==> config.mk <==
export PLATFORM = sky130hd
export DESIGN_NAME = msahf_top
export DESIGN_NICKNAME = d
export VERILOG_FILES = /design/src/shared/msahf_pkg.sv /design/src/msahf_hash_crc.sv /design/src/msahf_top.sv
export VERILOG_INCLUDE_DIRS = /design/src /design/src/shared
export SDC_FILE = /design/constraint.sdc
export NUM_CORES = 1
export LEC_CHECK = 0
export ABC_AREA = 1
export BUFFER_PORTS_ARGS = -buffer_cell sky130_fd_sc_hd__buf_2
export CAP_MARGIN = 40
export CORE_MARGIN = 2
export CORE_UTILIZATION = 50
export DETAILED_ROUTE_END_ITERATION = 16
export GPL_TIMING_DRIVEN = 0
export PLACE_DENSITY = 0.69
export SYNTH_ARGS = -nofsm -noshare
export SYNTH_HDL_FRONTEND = slang
export SYNTH_SLANG_ARGS = --single-unit
==> constraint.sdc <==
create_clock -name ref_clk -period 2.93 [get_ports ref_clk]
set_clock_uncertainty 0.05 [all_clocks]
set_input_delay 0 -clock ref_clk [delete_from_list [all_inputs] [get_ports ref_clk]]
set_output_delay 0 -clock ref_clk [all_outputs]
set_load 0.01 [all_outputs]
==> src/shared/msahf_consts.svh <==
// offsets, reset values and field positions for the station address and hash filter block
`ifndef MSAHF_CONSTS_SVH
`define MSAHF_CONSTS_SVH

`define MSAHF_ADDR_W          8
`define MSAHF_OFS_ADDR_HIGH   8'h02
`define MSAHF_OFS_ADDR_LOW    8'h03
`define MSAHF_OFS_HASH_UPPER  8'h04
`define MSAHF_OFS_HASH_LOWER  8'h05
`define MSAHF_OFS_FILT_CTRL   8'h10
`define MSAHF_OFS_FILT_STAT   8'h11

`define MSAHF_RST_ADDR_HIGH   32'h0000ffff
`define MSAHF_RST_ADDR_LOW    32'h0fffffff
`define MSAHF_RST_HASH        32'h00000000

`define MSAHF_CFG_FIRST_LOC   8'h01
`define MSAHF_CFG_LAST_LOC    8'h06
`define MSAHF_CFG_SIG_LOC     8'h00
`define MSAHF_CFG_SIG_VALUE   8'ha5

`define MSAHF_CTRL_PASS_ALL   0
`define MSAHF_STAT_LOADED     0
`define MSAHF_STAT_DONE       1

`define MSAHF_CRC_INIT        32'hffffffff
`define MSAHF_CRC_POLY        32'hedb88320

`endif

==> src/shared/msahf_pkg.sv <==
// types shared by the station address and hash filter block
package msahf_pkg;
    typedef struct packed {
        logic [7:0]  addr;
        logic [31:0] wdata;
        logic        wr;
        logic        rd;
    } msahf_req_t;

    typedef struct packed {
        logic       valid;
        logic [7:0] data;
        logic       first;
    } msahf_rx_byte_t;

    typedef struct packed {
        logic valid;
        logic unicast_hit;
        logic group_frame;
        logic group_accept;
    } msahf_verdict_t;

    typedef enum logic [2:0] {
        msahf_st_sig_req,
        msahf_st_sig_wait,
        msahf_st_byte_req,
        msahf_st_byte_wait,
        msahf_st_done
    } msahf_load_state_t;
endpackage

==> src/msahf_hash_crc.sv <==
// crc-32 over the six destination bytes, giving the six-bit group hash index
`timescale 1ns/10ps
`include "msahf_consts.svh"
module msahf_hash_crc (
    input  wire logic       ref_clk,
    input  wire logic       srst,
    input  wire logic       start,
    input  wire logic       byte_valid,
    input  wire logic [7:0] byte_data,
    output logic      [5:0] hash_index
);
    import msahf_pkg::*;

    logic [31:0] crc;
    logic [31:0] next_crc;
    logic [31:0] crc_base;
    logic [31:0] crc_final;

    assign crc_base = start ? `MSAHF_CRC_INIT : crc;

    always_comb begin
        next_crc = crc_base;
        for (int b = 0; b < 8; b++) begin
            if (next_crc[0] ^ byte_data[b]) begin
                next_crc = (next_crc >> 1) ^ `MSAHF_CRC_POLY;
            end else begin
                next_crc = next_crc >> 1;
            end
        end
    end

    // standard crc value is the complemented register, bit 31 on top
    generate
        for (genvar i = 0; i < 32; i++) begin : g_fin
            assign crc_final[i] = ~next_crc[i];
        end
    endgenerate

    always_ff @(posedge ref_clk) begin
        if (srst) begin
            crc        <= `MSAHF_CRC_INIT;
            hash_index <= 6'h00;
        end else if (byte_valid) begin
            crc        <= next_crc;
            hash_index <= crc_final[31:26];
        end
    end
endmodule

==> src/msahf_top.sv <==
// station address and group hash filter with power-on load from configuration memory
//
// Added by the designer: the plain strobed port.
`timescale 1ns/10ps
`include "msahf_consts.svh"
module msahf_top (
    input  wire logic                     ref_clk,
    input  wire logic                     srst,
    input  wire msahf_pkg::msahf_req_t    bus_req,
    output logic                   [31:0] bus_rdata,
    output logic                          cfg_rd_req,
    output logic                    [7:0] cfg_rd_loc,
    input  wire logic                     cfg_rd_valid,
    input  wire logic               [7:0] cfg_rd_data,
    input  wire logic                     cfg_present,
    input  wire msahf_pkg::msahf_rx_byte_t rx_byte,
    input  wire logic                     rx_frame_end,
    output msahf_pkg::msahf_verdict_t     verdict,
    output logic                          load_done
);
    import msahf_pkg::*;

    logic [31:0]       station_address_high;
    logic [31:0]       station_address_low;
    logic [31:0]       group_hash_upper;
    logic [31:0]       group_hash_lower;
    logic              pass_all_group_frames;
    logic              addr_loaded;
    msahf_load_state_t state;
    msahf_load_state_t next_state;
    logic [7:0]        next_loc;
    logic [2:0]        rx_count;
    logic              match_run;
    logic              group_bit;
    logic              frame_seen;
    logic              cfg_present_s1;
    logic              cfg_present_s2;
    logic [5:0]        hash_index;

    // address decode
    wire sel_high  = bus_req.addr == `MSAHF_OFS_ADDR_HIGH;
    wire sel_low   = bus_req.addr == `MSAHF_OFS_ADDR_LOW;
    wire sel_hup   = bus_req.addr == `MSAHF_OFS_HASH_UPPER;
    wire sel_hlo   = bus_req.addr == `MSAHF_OFS_HASH_LOWER;
    wire sel_ctrl  = bus_req.addr == `MSAHF_OFS_FILT_CTRL;
    wire sel_stat  = bus_req.addr == `MSAHF_OFS_FILT_STAT;
    wire host_ok   = state == msahf_st_done;
    wire wr_high   = bus_req.wr && sel_high && host_ok;
    wire wr_low    = bus_req.wr && sel_low && host_ok;

    logic [31:0] rd_mux;
    always_comb begin
        if (sel_high) begin
            rd_mux = {16'h0000, station_address_high[15:0]};
        end else if (sel_low) begin
            rd_mux = station_address_low;
        end else if (sel_hup) begin
            rd_mux = group_hash_upper;
        end else if (sel_hlo) begin
            rd_mux = group_hash_lower;
        end else if (sel_ctrl) begin
            rd_mux = {31'h00000000, pass_all_group_frames};
        end else if (sel_stat) begin
            rd_mux = {30'h00000000, load_done, addr_loaded};
        end else begin
            rd_mux = 32'h00000000;
        end
    end

    // presence pin is asynchronous; kept out of reset so both stages
    // already hold the pin level when the loader first looks at it
    always_ff @(posedge ref_clk) begin
        cfg_present_s1 <= cfg_present;
        cfg_present_s2 <= cfg_present_s1;
    end

    // power-on loader: signature check, then bytes 0x01..0x06
    wire sig_ok   = cfg_rd_data == `MSAHF_CFG_SIG_VALUE;
    wire last_loc = cfg_rd_loc == `MSAHF_CFG_LAST_LOC;

    always_comb begin
        next_state = state;
        next_loc   = cfg_rd_loc;
        case (state)
            msahf_st_sig_req: begin
                if (cfg_present_s2) begin
                    next_state = msahf_st_sig_wait;
                    next_loc   = `MSAHF_CFG_SIG_LOC;
                end else begin
                    next_state = msahf_st_done;
                end
            end
            msahf_st_sig_wait: begin
                if (cfg_rd_valid) begin
                    next_state = sig_ok ? msahf_st_byte_req : msahf_st_done;
                    next_loc   = `MSAHF_CFG_FIRST_LOC;
                end
            end
            msahf_st_byte_req: begin
                next_state = msahf_st_byte_wait;
            end
            msahf_st_byte_wait: begin
                if (cfg_rd_valid) begin
                    if (last_loc) begin
                        next_state = msahf_st_done;
                    end else begin
                        next_state = msahf_st_byte_req;
                        next_loc   = cfg_rd_loc + 8'h01;
                    end
                end
            end
            default: begin
                next_state = msahf_st_done;
            end
        endcase
    end

    wire load_byte = state == msahf_st_byte_wait && cfg_rd_valid;
    wire start_req = (state == msahf_st_sig_req && cfg_present_s2) || state == msahf_st_byte_req;

    always_ff @(posedge ref_clk) begin
        if (srst) begin
            state      <= msahf_st_sig_req;
            cfg_rd_loc <= 8'h00;
            cfg_rd_req <= 1'b0;
            load_done  <= 1'b0;
        end else begin
            state      <= next_state;
            cfg_rd_loc <= next_loc;
            cfg_rd_req <= start_req;
            load_done  <= next_state == msahf_st_done;
        end
    end

    // address registers: reset default, loader bytes, then host writes
    always_ff @(posedge ref_clk) begin
        if (srst) begin
            station_address_high <= `MSAHF_RST_ADDR_HIGH;
            station_address_low  <= `MSAHF_RST_ADDR_LOW;
            addr_loaded          <= 1'b0;
        end else if (load_byte) begin
            case (cfg_rd_loc)
                8'h01: station_address_low[7:0]   <= cfg_rd_data;
                8'h02: station_address_low[15:8]  <= cfg_rd_data;
                8'h03: station_address_low[23:16] <= cfg_rd_data;
                8'h04: station_address_low[31:24] <= cfg_rd_data;
                8'h05: station_address_high[7:0]  <= cfg_rd_data;
                default: station_address_high[15:8] <= cfg_rd_data;
            endcase
            addr_loaded <= last_loc;
        end else begin
            if (wr_high) begin
                station_address_high <= {16'h0000, bus_req.wdata[15:0]};
            end
            if (wr_low) begin
                station_address_low <= bus_req.wdata;
            end
        end
    end

    always_ff @(posedge ref_clk) begin
        if (srst) begin
            group_hash_upper      <= `MSAHF_RST_HASH;
            group_hash_lower      <= `MSAHF_RST_HASH;
            pass_all_group_frames <= 1'b0;
            bus_rdata             <= 32'h00000000;
        end else begin
            if (bus_req.wr && sel_hup) begin
                group_hash_upper <= bus_req.wdata;
            end
            if (bus_req.wr && sel_hlo) begin
                group_hash_lower <= bus_req.wdata;
            end
            if (bus_req.wr && sel_ctrl) begin
                pass_all_group_frames <= bus_req.wdata[`MSAHF_CTRL_PASS_ALL];
            end
            bus_rdata <= bus_req.rd ? rd_mux : 32'h00000000;
        end
    end

    // destination match: byte n of the frame against register byte n
    wire [47:0] station = {station_address_high[15:0], station_address_low};
    wire [2:0]  pos     = rx_byte.first ? 3'h0 : rx_count;
    wire [7:0]  expect_byte = station[{pos, 3'b000} +: 8];
    wire        in_dest = rx_byte.valid && (rx_byte.first || (frame_seen && rx_count < 3'h6));
    wire        byte_eq = rx_byte.data == expect_byte;

    msahf_hash_crc u_hash (
        .ref_clk    (ref_clk),
        .srst       (srst),
        .start      (rx_byte.first),
        .byte_valid (in_dest),
        .byte_data  (rx_byte.data),
        .hash_index (hash_index)
    );

    // top index bit picks the register, low five the bit
    wire [31:0] hash_word = hash_index[5] ? group_hash_upper : group_hash_lower;
    wire        table_hit = hash_word[hash_index[4:0]];

    always_ff @(posedge ref_clk) begin
        if (srst) begin
            rx_count   <= 3'h0;
            match_run  <= 1'b0;
            group_bit  <= 1'b0;
            frame_seen <= 1'b0;
            verdict    <= '0;
        end else begin
            verdict.valid <= 1'b0;
            if (in_dest) begin
                rx_count   <= pos + 3'h1;
                frame_seen <= 1'b1;
                match_run  <= (rx_byte.first || match_run) && byte_eq;
                if (rx_byte.first) begin
                    group_bit <= rx_byte.data[0];
                end
            end
            if (rx_frame_end && frame_seen) begin
                frame_seen           <= 1'b0;
                rx_count             <= 3'h0;
                verdict.valid        <= 1'b1;
                verdict.unicast_hit  <= match_run && rx_count == 3'h6;
                verdict.group_frame  <= group_bit;
                verdict.group_accept <= group_bit && (pass_all_group_frames || table_hit);
            end
        end
    end
endmodule

==> results of run 1 <==
[placed cells by master (no fill, tap or decap), types with 3 or more instances in the layout]
cell type      instances
dlygate4sd3_1         57
nand4_1                3
dfxtp_1              209
xor2_1                33
o21bai_1               4
clkbuf_1              63
a211oi_1               3
a21oi_1              156
a31oi_1                8
nor2_2                 5
nand2_1              313
xor2_2                 6
bufinv_16              3
buf_1                  7
buf_2                123
inv_2                  9
clkinv_2               5
xnor2_1               17
nor2_1                74
o21ai_1                3
buf_4                  4
nand2_2                7
clkbuf_16             23
o21ai_0              204
ha_1                   5
nor3_1                16
nor4_1                 4
nand3_1              166
inv_1                176
o211ai_1              37
[how the worst max path moves through the flow]
| stage | slack [ns] | cells after the start | to |
|---|---|---|---|
| after CTS | 0.43 | 14 | match_run |
| after global routing | 0.15 | 11 | station_address_low[28] |
| after floorplan | 1.18 | 11 | station_address_low[16] |
| after global placement | 0.63 | 11 | verdict[0] |
| after detailed placement | 0.64 | 10 | cfg_rd_loc[1] |
| final | 0.37 | 14 | match_run |
[routing by layer]
layer / vias to the layer above / share of wire, % / track usage (%)
li1: 5540 / - / -
met1: 5398 / 44 / 48.5
met2: 564 / 44 / 56.4
met3: 98 / 7.8 / 3.42
met4: 0 / 4.2 / 13.4
met5: - / 0 / 0
[layout make-up]
class / instances / area [µm²] / area share, %
multi-input cells: 1084 / 5490 / 42.4
flip-flops and latches: 209 / 4180 / 32.3
repair buffers: 166 / 1120 / 8.62
inverters: 187 / 702 / 5.42
clock buffers: 30 / 622 / 4.80
plain buffers: 85 / 367 / 2.83
well taps: 275 / 344 / 2.66
clock inverters: 9 / 123 / 0.947
[cells in the mapped netlist]
cell type / n / area share [%]
clkinv_1: 2 / 0.070
xor2_4: 1 / 0.26
nand4_1: 3 / 0.17
inv_1: 176 / 6.2
nand2_4: 1 / 0.10
nand3b_1: 2 / 0.14
o2111ai_1: 1 / 0.082
and3b_1: 1 / 0.082
xnor2_1: 17 / 1.4
o221ai_1: 2 / 0.16
nor2_2: 5 / 0.29
nor3_1: 16 / 0.75
a211oi_1: 3 / 0.21
a31oi_1: 8 / 0.47
o21ai_0: 204 / 9.5
buf_2: 14 / 0.65
a31oi_2: 1 / 0.12
ha_1: 5 / 0.58
buf_4: 4 / 0.28
o31ai_1: 2 / 0.14
clkbuf_1: 58 / 2.0
nor2_1: 74 / 2.6
xor2_1: 33 / 2.7
nor2_4: 2 / 0.21
buf_1: 7 / 0.24
a21oi_1: 156 / 7.3
nor4_1: 4 / 0.23
xnor2_2: 2 / 0.30
nand2_2: 7 / 0.41
a211o_1: 2 / 0.16
nor3b_1: 2 / 0.14
inv_2: 9 / 0.31
buf_6: 2 / 0.21
nand3_1: 166 / 7.7
or2_0: 1 / 0.058
nand2_1: 313 / 11
o21ai_1: 3 / 0.14
o211ai_1: 37 / 2.6
o21bai_1: 4 / 0.28
xor2_2: 6 / 0.91
dfxtp_1: 209 / 39
[power breakdown]
part	total (mW)	switching, mW	leakage (nW)	internal [mW]
Combinational	1.15	0.745	4.03	0.400
Clock	2.94	1.19	0.366	1.75
Sequential	2.97	0.0511	1.70	2.92
Total	7.05	1.98	6.09	5.07
[metrics by stage]
step	hold WS, ns	instance area (µm²)	worst slack [ns]	power [mW]
after floorplan	-0.0223	10700	1.18	3.75
after global placement	0.0552	11600	0.631	4.07
after detailed placement	0.0595	11600	0.642	4.09
after CTS	0.0150	12900	0.432	7.05
after global routing	0.0628	12900	0.148	7.30
final	0.0266	12900	0.373	7.05
[registers in the layout (all words and copies together), names as in the netlist, 3 cells and up]
name and cells:
state 3, bus_rdata 32, group_hash_upper 32, u_hash.hash_index 6
verdict 4, group_hash_lower 32, station_address_low 32, u_hash.crc 32
cfg_rd_loc 8, station_address_high 16, rx_count 3
[timing repair]
item                                   CTS  global route
setup buffers                            0             0
hold buffers                            57             0
endpoints found under the hold margin  104             0
[critical path: cells and delay by family, from the launching register on]
family                 cells  cell delay (ns)
flip-flops                 1             0.43
buffers and inverters      3             0.91
AND/OR/NAND/NOR           11             1.09
[logic make-up after synthesis]
logic type,Yosys count
AND/OR/NAND/NOR,597
AO/OA/AOI/OAI,423
buffers and inverters,272
flip-flops,209
XOR/XNOR,59
adder cells (fa/ha/maj),5
==> impl_metrics.py, run 1 <==
metrics = {
    "clocking": {
        "clock_path_buffers": 3,
        "cts_resized": 0,
        "cts_root_buffer": "clkbuf_16",
        "clock_latency_ns": 0.52,
        "cts_tree": "done",
        "cts_buffers": 23,
        "htreeDepth": 1,
        "clkTransAtPathRegs_ns": 0.06,
        "clock_sinks": 209,
    },
    "timing": {
        "clock.fmax_mhz": 391,
        "rsz0062_at_grt": "false",
        "hold_viol_final": 0,
        "tns_ns": 0,
        "finalMaxSlewViolations": 0,
        "fin_crit_sh_pct": 87.3,
        "final-setup-viol-count": 0,
        "tightest_slew_ns": 0.863,
        "slew_headroom_pct": 42.5,
        "fin_crit_ns": 2.56,
    },
    "worst_hold_path": {
        "min-delay-start": "rx_byte[7]",
        "worst_hold_path.endpoint": "match_run",
        "min_delay_path_depth": 8,
        "hold_class": "input pin to flop",
    },
    "synth": {
        "netlist_area_um2": 10700,
        "synth_xor_xnor_area_share_pct": 5.55,
        "yosysWarnings": 0,
        "synth_top_family_by_area": "simple AND/OR/NAND/NOR gates",
        "synth_cells": 1565,
        "seq_area_frac_synth_pct": 39.0,
        "ys_seq_elements": 209,
        "synth_simple_gate_area_share_pct": 23.8,
        "ys_types": 41,
        "synth_compound_area_share_pct": 21.1,
        "synth_nets": 1635,
        "synthMuxAreaShare_pct": 0,
        "post_synth_fa_ha_maj_area_fraction_pct": 0.582,
        "avgSynthCellArea_um2": 6.86,
    },
    "pwr": {
        "ir_worst_vdd_mv": 0.377,
        "p_leak_nw": 6.09,
        "p_per_area_nw_per_um2": 545,
    },
    "critical_path": {
        "path_class": "flop to flop",
        "r2r_end": "match_run",
        "r2r_setup_slack_ns": 0.37,
        "critPathArrivalTime_ns": 2.96,
        "critPathMaxFanout": 10,
        "cpPeakStageDelay_ns": 0.56,
        "rr_startpoint": "rx_count[1]",
        "start_kind": "flop",
        "end_kind": "flop",
        "crit_path_frequent_cell": "nand2_1",
        "worstRegToRegCells": 14,
        "crit_chain": "inv_1 -> nor2_2 -> buf_2 -> nand2_1 -> nand3_1 -> nand2_1 -> nand2_1 -> nand2_1 -> nor2_1 -> dlygate4sd3_1 -> nand2_1 -> nor2_1 -> nor2_1 -> nor2_1",
        "worstSetupStartpoint": "rx_count[1]",
        "slowest_stage": "dlygate4sd3_1",
        "required_ns": 3.33,
    },
    "layout": {
        "syn_to_final_growth_pct": 20.5,
        "final_cells": 2045,
        "diodes": 0,
        "drive_gt1_share_pct": 11.1,
        "num-fill-cells": 2062,
        "postLayoutCoreUtil_pct": 61.6,
        "layout.nets": 1826,
    },
    "grt": {
        "grt_pass1_vias": 10700,
        "grt_pass1_wl_um": 60500,
        "grt_max_degree": 14,
        "antenna_found_initial": 0,
        "grt.overflow.total": 0,
        "grt_use_total_pct": 35.0,
    },
    "route": {
        "viasPerCell": 5.67,
        "vias": 11600,
        "drcViolationCount": 0,
        "drt_iter0_markers": 1146,
        "drt_pass1_iterations": 6,
        "routed_wl_um": 39900,
        "wl_per_cell_um": 19.5,
        "ant_nets": 0,
    },
    "die": {
        "ios": 111,
        "rows": 53,
        "fp.dieArea_um2": 22700,
        "fp.dieH_um": 151,
        "die_w_um": 151,
        "initial_core_util_pct": 51.1,
        "core_area_um2": 21000,
    },
    "placed_design": {
        "portBuffers": 109,
        "place_hpwl_um": 30100,
        "dp.cells": 1949,
        "gp_congestion": 0.991,
    },
    "status": {
        "outcome": "finished clean",
    },
    "job": {
        "maxCapViolations": 0,
    },
}
Note: power is estimated with default switching activity, not from simulation.
==> run 2, diff against run 1 <==
--- a/config.mk
+++ b/config.mk
@@ -10,10 +10,9 @@
 export BUFFER_PORTS_ARGS = -buffer_cell sky130_fd_sc_hd__buf_2
 export CAP_MARGIN = 40
 export CORE_MARGIN = 2
-export CORE_UTILIZATION = 50
+export CORE_UTILIZATION = 30
 export DETAILED_ROUTE_END_ITERATION = 16
 export GPL_TIMING_DRIVEN = 0
-export PLACE_DENSITY = 0.69
 export SYNTH_ARGS = -nofsm -noshare
 export SYNTH_HDL_FRONTEND = slang
 export SYNTH_SLANG_ARGS = --single-unit
==> impl_metrics.py, run 2 (same netlist as run 1, synthesis figures left out) <==
metrics = {
    "status": {
        "outcome": "finished clean",
    },
    "timing": {
        "holdWs_ns": 0.0394,
        "final-setup-viol-count": 0,
        "rsz0062_at_grt": "false",
        "hold_viol_final": 0,
        "clock.fmax_mhz": 383,
        "fin_crit_sh_pct": 89.0,
        "slew_headroom_pct": 39.6,
        "tightest_slew_ns": 0.906,
        "finalMaxSlewViolations": 0,
        "tns_ns": 0,
        "fin_crit_ns": 2.61,
    },
    "layout": {
        "diodes": 0,
        "layout_common_cells": "nand2_1 (313), dfxtp_1 (209), o21ai_0 (204), inv_1 (176), nand3_1 (166)",
        "multiInputGateArea_um2": 5490,
        "final_cells": 2243,
        "drive_gt1_share_pct": 11.6,
        "layout.nets": 1833,
        "num-fill-cells": 3808,
        "register_area_um2": 4180,
        "syn_to_final_growth_pct": 24.0,
        "final_common_cell": "nand2_1",
    },
    "route": {
        "wl_per_cell_um": 18.1,
        "drt_pass1_iterations": 5,
        "viasPerCell": 5.13,
        "vias": 11500,
        "drt_iter0_markers": 1179,
        "routed_wl_um": 40600,
        "drcViolationCount": 0,
        "ant_nets": 0,
    },
    "pwr": {
        "p_per_area_nw_per_um2": 547,
        "p_leak_nw": 6.18,
        "power_switching_share_pct": 28.5,
        "p_clk_share_pct": 43.7,
        "seqPwrFrac_pct": 40.7,
        "p_sw_mw": 2.08,
        "p_comb_share_pct": 15.6,
        "p_int_mw": 5.21,
        "total_power_mw": 7.29,
        "ir_worst_vdd_mv": 0.396,
    },
    "die": {
        "fp.dieArea_um2": 37300,
        "core_area_um2": 35400,
        "fp.dieH_um": 193,
        "die_w_um": 193,
        "initial_core_util_pct": 30.3,
        "rows": 69,
        "ios": 111,
    },
    "clocking": {
        "clkTransAtPathRegs_ns": 0.06,
        "cts_root_buffer": "clkbuf_16",
        "clock_path_buffers": 3,
        "clock_latency_ns": 0.54,
        "htreeDepth": 1,
        "cts_buffers": 26,
        "cts_tree": "done",
        "clock_sinks": 209,
    },
    "critical_path": {
        "critPathBufInv": 3,
        "start_kind": "flop",
        "cpPeakStageDelay_ns": 0.55,
        "required_ns": 3.36,
        "cpLargestDelayFamily": "simple AND/OR/NAND/NOR gates",
        "crit_chain": "inv_1 -> nor2_1 -> buf_2 -> nand2_1 -> nand3_1 -> nand3_1 -> nand3_1 -> nand2_1 -> nor2_1 -> dlygate4sd3_1 -> nand2_1 -> nor2_1 -> nor2_1 -> nor2_1",
        "slowest_stage": "dlygate4sd3_1",
        "end_kind": "flop",
        "path_class": "flop to flop",
        "critPathMaxFanout": 10,
        "critPathArrivalTime_ns": 3.04,
        "crit_path_frequent_cell": "nor2_1",
    },
    "placed_design": {
        "portBuffers": 109,
        "dp.cells": 2136,
        "place_hpwl_um": 31400,
        "gp_congestion": 0.978,
    },
    "grt": {
        "grt_pass1_vias": 10900,
        "grt.overflow.total": 0,
        "grt_use_total_pct": 21.2,
        "antenna_found_initial": 0,
        "grt_max_degree": 14,
        "grt_pass1_wl_um": 62400,
    },
    "job": {
        "maxCapViolations": 0,
    },
    "worst_hold_path": {
        "hold_class": "input pin to flop",
    },
}
run 2: metal layers:
layer / track usage, % / share of wire (%) / up-vias
met4: 8.54 / 3.9 / 0
met2: 34.0 / 45 / 551
met5: 0 / 0 / -
li1: - / - / 5559
met3: 3.23 / 8.3 / 97
met1: 28.6 / 43 / 5299
run 2: power groups by stage:
stage	logic [mW]	registers (mW)	clock network [mW]
2_1_floorplan	0.728	3.02	0
3_3_place_gp	1.05	3.03	0
3_5_place_dp	1.06	3.03	0
4_1_cts	1.12	2.97	3.24
5_1_grt	1.26	2.98	3.37
6_report	1.14	2.97	3.18
run 2: stage by stage:
| step | instance area, µm² | util (%) | setup slack (ns) |
|---|---|---|---|
| detailed placement | 11900 | 33.5 | 0.613 |
| floorplan | 10700 | - | 1.18 |
| CTS | 13300 | 37.6 | 0.384 |
| finish | 13300 | 37.6 | 0.322 |
| global route | 13300 | 37.6 | 0.167 |
| global placement | 11900 | 33.5 | 0.614 |
run 2: timing repair:
item                      4_1_cts  5_1_grt
resized for setup               0        0
hold endpoints to repair      105        0
buffers inserted                0        0
hold buffers                   60        0
run 2: worst paths after layout:
path                       start             end  slack, ns  cells past startpoint
hold / removal        rx_byte[7]       match_run       0.04                      8
setup reg to reg     rx_count[0]       match_run       0.32                     14
setup / recovery     rx_count[0]       match_run       0.32                     14
hold reg to reg   cfg_present_s1  cfg_present_s2       0.27                      0
run 2: final cells by class:
type,count,share of cell area [%]
multi-input cells,1084,41.2
flip-flops and latches,209,31.4
repair buffers,170,8.69
clock buffers,34,5.33
inverters,187,5.27
well taps,461,4.33
plain buffers,85,2.75
clock inverters,13,1.02
run 2: tightest hold or removal path, cell delays in order:
cell and delay (ns):
buf_2 0.13, nand3_1 0.09, nand2_1 0.07, nor2_1 0.03
nand2_1 0.05, nor2_1 0.07, nor2_1 0.10, nor2_1 0.05
==> run 3, diff against run 2 <==
--- a/config.mk
+++ b/config.mk
@@ -13,6 +13,7 @@
 export CORE_UTILIZATION = 30
 export DETAILED_ROUTE_END_ITERATION = 16
 export GPL_TIMING_DRIVEN = 0
+export REMOVE_ABC_BUFFERS = 1
 export SYNTH_ARGS = -nofsm -noshare
 export SYNTH_HDL_FRONTEND = slang
 export SYNTH_SLANG_ARGS = --single-unit
==> impl_metrics.py, run 3 (same netlist as run 1, synthesis figures left out) <==
metrics = {
    "status": {
        "outcome": "finished clean",
    },
    "pwr": {
        "p_per_area_nw_per_um2": 568,
        "total_power_mw": 7.61,
        "p_int_mw": 5.55,
        "p_comb_share_pct": 14.3,
        "seqPwrFrac_pct": 39.3,
        "power_switching_share_pct": 27.0,
        "p_leak_nw": 6.17,
        "p_clk_share_pct": 46.4,
        "p_sw_mw": 2.06,
        "ir_worst_vdd_mv": 0.440,
    },
    "grt": {
        "grt.overflow.total": 0,
        "grt_use_met2_pct": 31.2,
        "grt.busiest_layer": "met2",
        "grt_pass1_vias": 10400,
        "grt_max_degree": 94,
        "antenna_found_initial": 0,
        "grt_util_met3_pct": 2.82,
        "grt_use_total_pct": 19.2,
        "grt_pass1_wl_um": 58100,
        "met1_usage_pct": 25.7,
    },
    "timing": {
        "finalMaxSlewViolations": 0,
        "fin_crit_ns": 2.68,
        "setup_ws_ns": 0.247,
        "slew_headroom_pct": 41.6,
        "rsz0062_at_grt": "false",
        "hold_viol_final": 0,
        "holdWs_ns": 0.0225,
        "tightest_slew_ns": 0.875,
        "fin_crit_sh_pct": 91.6,
        "clock.fmax_mhz": 373,
        "final-setup-viol-count": 0,
    },
    "layout": {
        "final_area_um2": 13400,
        "register_area_um2": 4190,
        "postLayoutCoreUtil_pct": 37.8,
        "multiInputGateArea_um2": 5530,
        "drive_gt1_share_pct": 12.0,
        "layout.nets": 1762,
        "syn_to_final_growth_pct": 24.7,
        "final_common_cell": "nand2_1",
        "layout_common_cells": "nand2_1 (311), dfxtp_1 (208), o21ai_0 (204), inv_1 (174), nand3_1 (165)",
        "num-fill-cells": 3722,
        "diodes": 0,
    },
    "die": {
        "ios": 111,
        "rows": 69,
        "fp.dieH_um": 193,
        "die_w_um": 193,
        "fp.dieArea_um2": 37300,
        "initial_core_util_pct": 30.3,
        "core_area_um2": 35400,
    },
    "clocking": {
        "clkTransAtPathRegs_ns": 0.05,
        "cts_tree": "done",
        "clock_sinks": 209,
        "cts_buffers": 26,
        "cts_root_buffer": "clkbuf_16",
        "clock_path_buffers": 3,
        "htreeDepth": 1,
        "clock_latency_ns": 0.56,
    },
    "route": {
        "viasPerCell": 5.08,
        "vias": 11000,
        "drt_pass1_iterations": 5,
        "ant_nets": 0,
        "drcViolationCount": 0,
        "drt_iter0_markers": 1170,
        "routed_wl_um": 37000,
        "wl_per_cell_um": 17.0,
    },
    "placed_design": {
        "place_hpwl_um": 25700,
        "portBuffers": 110,
        "post-place-ws_ns": -0.134,
        "place_area_um2": 11800,
        "gp_congestion": 0.896,
    },
    "critical_path": {
        "path_class": "flop to flop",
        "slowest_stage": "dfxtp_1",
        "cpPeakStageDelay_ns": 0.69,
        "critPathMaxFanout": 11,
        "rr_startpoint": "u_hash.hash_index[0]",
        "r2r_end": "verdict[0]",
        "worstRegToRegCells": 11,
        "crit_chain": "clkinv_1 -> a21oi_1 -> o21ai_0 -> nand3_1 -> nand2_1 -> nand2_1 -> nand3_1 -> nand3_1 -> nand3_1 -> nand2_1 -> nand2_1",
        "r2r_setup_slack_ns": 0.25,
        "worstSetupStartpoint": "u_hash.hash_index[0]",
        "endpoint": "verdict[0]",
        "required_ns": 3.31,
        "end_kind": "flop",
        "critPathArrivalTime_ns": 3.06,
        "start_kind": "flop",
    },
    "worst_hold_path": {
        "min-delay-start": "rx_byte[5]",
        "hold_class": "input pin to flop",
    },
    "job": {
        "maxCapViolations": 0,
    },
}
==> run 3: cell count changes in the layout (fill, tap and decap cells not counted), sizes merged <==
cell	before	now
clkinv	12	7
bufinv	2	5
buf	137	121
dlygate4sd3	60	63
clkbuf	92	37
inv	185	184
==> run 3: worst min-delay path by stage <==
stage,depth (start not counted),slack (ns),end
final,4,0.02,u_hash.crc[12]
after global routing,4,0.05,u_hash.crc[12]
after CTS,5,0.02,station_address_low[25]
after detailed placement,1,0.05,cfg_present_s1
after global placement,1,0.05,cfg_present_s1
after floorplan,0,-0.02,cfg_present_s1
==> run 3: worst max-delay path, delay by kind of cell (launching register included) <==
family | cells | cell delay (ns)
AND/OR/NAND/NOR | 8 | 0.81
flip-flops | 1 | 0.69
buffers and inverters | 1 | 0.64
AO/OA/AOI/OAI | 2 | 0.37
==> run 3: power by group through the flow <==
stage	Clock [mW]	Sequential, mW	Combinational [mW]
after global routing	3.73	3.00	1.21
after CTS	3.60	2.99	1.07
final	3.53	2.99	1.09
after floorplan	0	3.05	0.665
after detailed placement	0	3.05	1.00
after global placement	0	3.07	0.942
==> run 3: metrics by stage <==
stage	TNS, ns	cells
after floorplan	0	1480
after global placement	-240.46	2051
after detailed placement	-0.789	2062
after CTS	0	2172
after global routing	0	2172
final	0	2172
==> run 3: cell type report <==
class / instances / area share (%)
well taps: 461 / 4.31
flip-flops and latches: 209 / 31.2
clock buffers: 37 / 5.61
clock inverters: 10 / 1.49
repair buffers: 184 / 10.8
multi-input cells: 1084 / 41.3
inverters: 187 / 5.31
==> run 3: timing repair <==
item                                   in CTS  in global routing
endpoints found under the hold margin     127                  0
setup endpoints to repair                   0                 16
buffers inserted                            0                  0
hold buffers                               63                  0
resized for setup                           0                  5
==> run 3: layer usage <==
layer / routed length, µm / share of wire, % / up-vias
li1: - / - / 5420
met1: 16300 / 44 / 5130
met5: 0 / 0 / -
met2: 16800 / 45 / 410
met3: 2610 / 7.1 / 74
met4: 1280 / 3.5 / 0
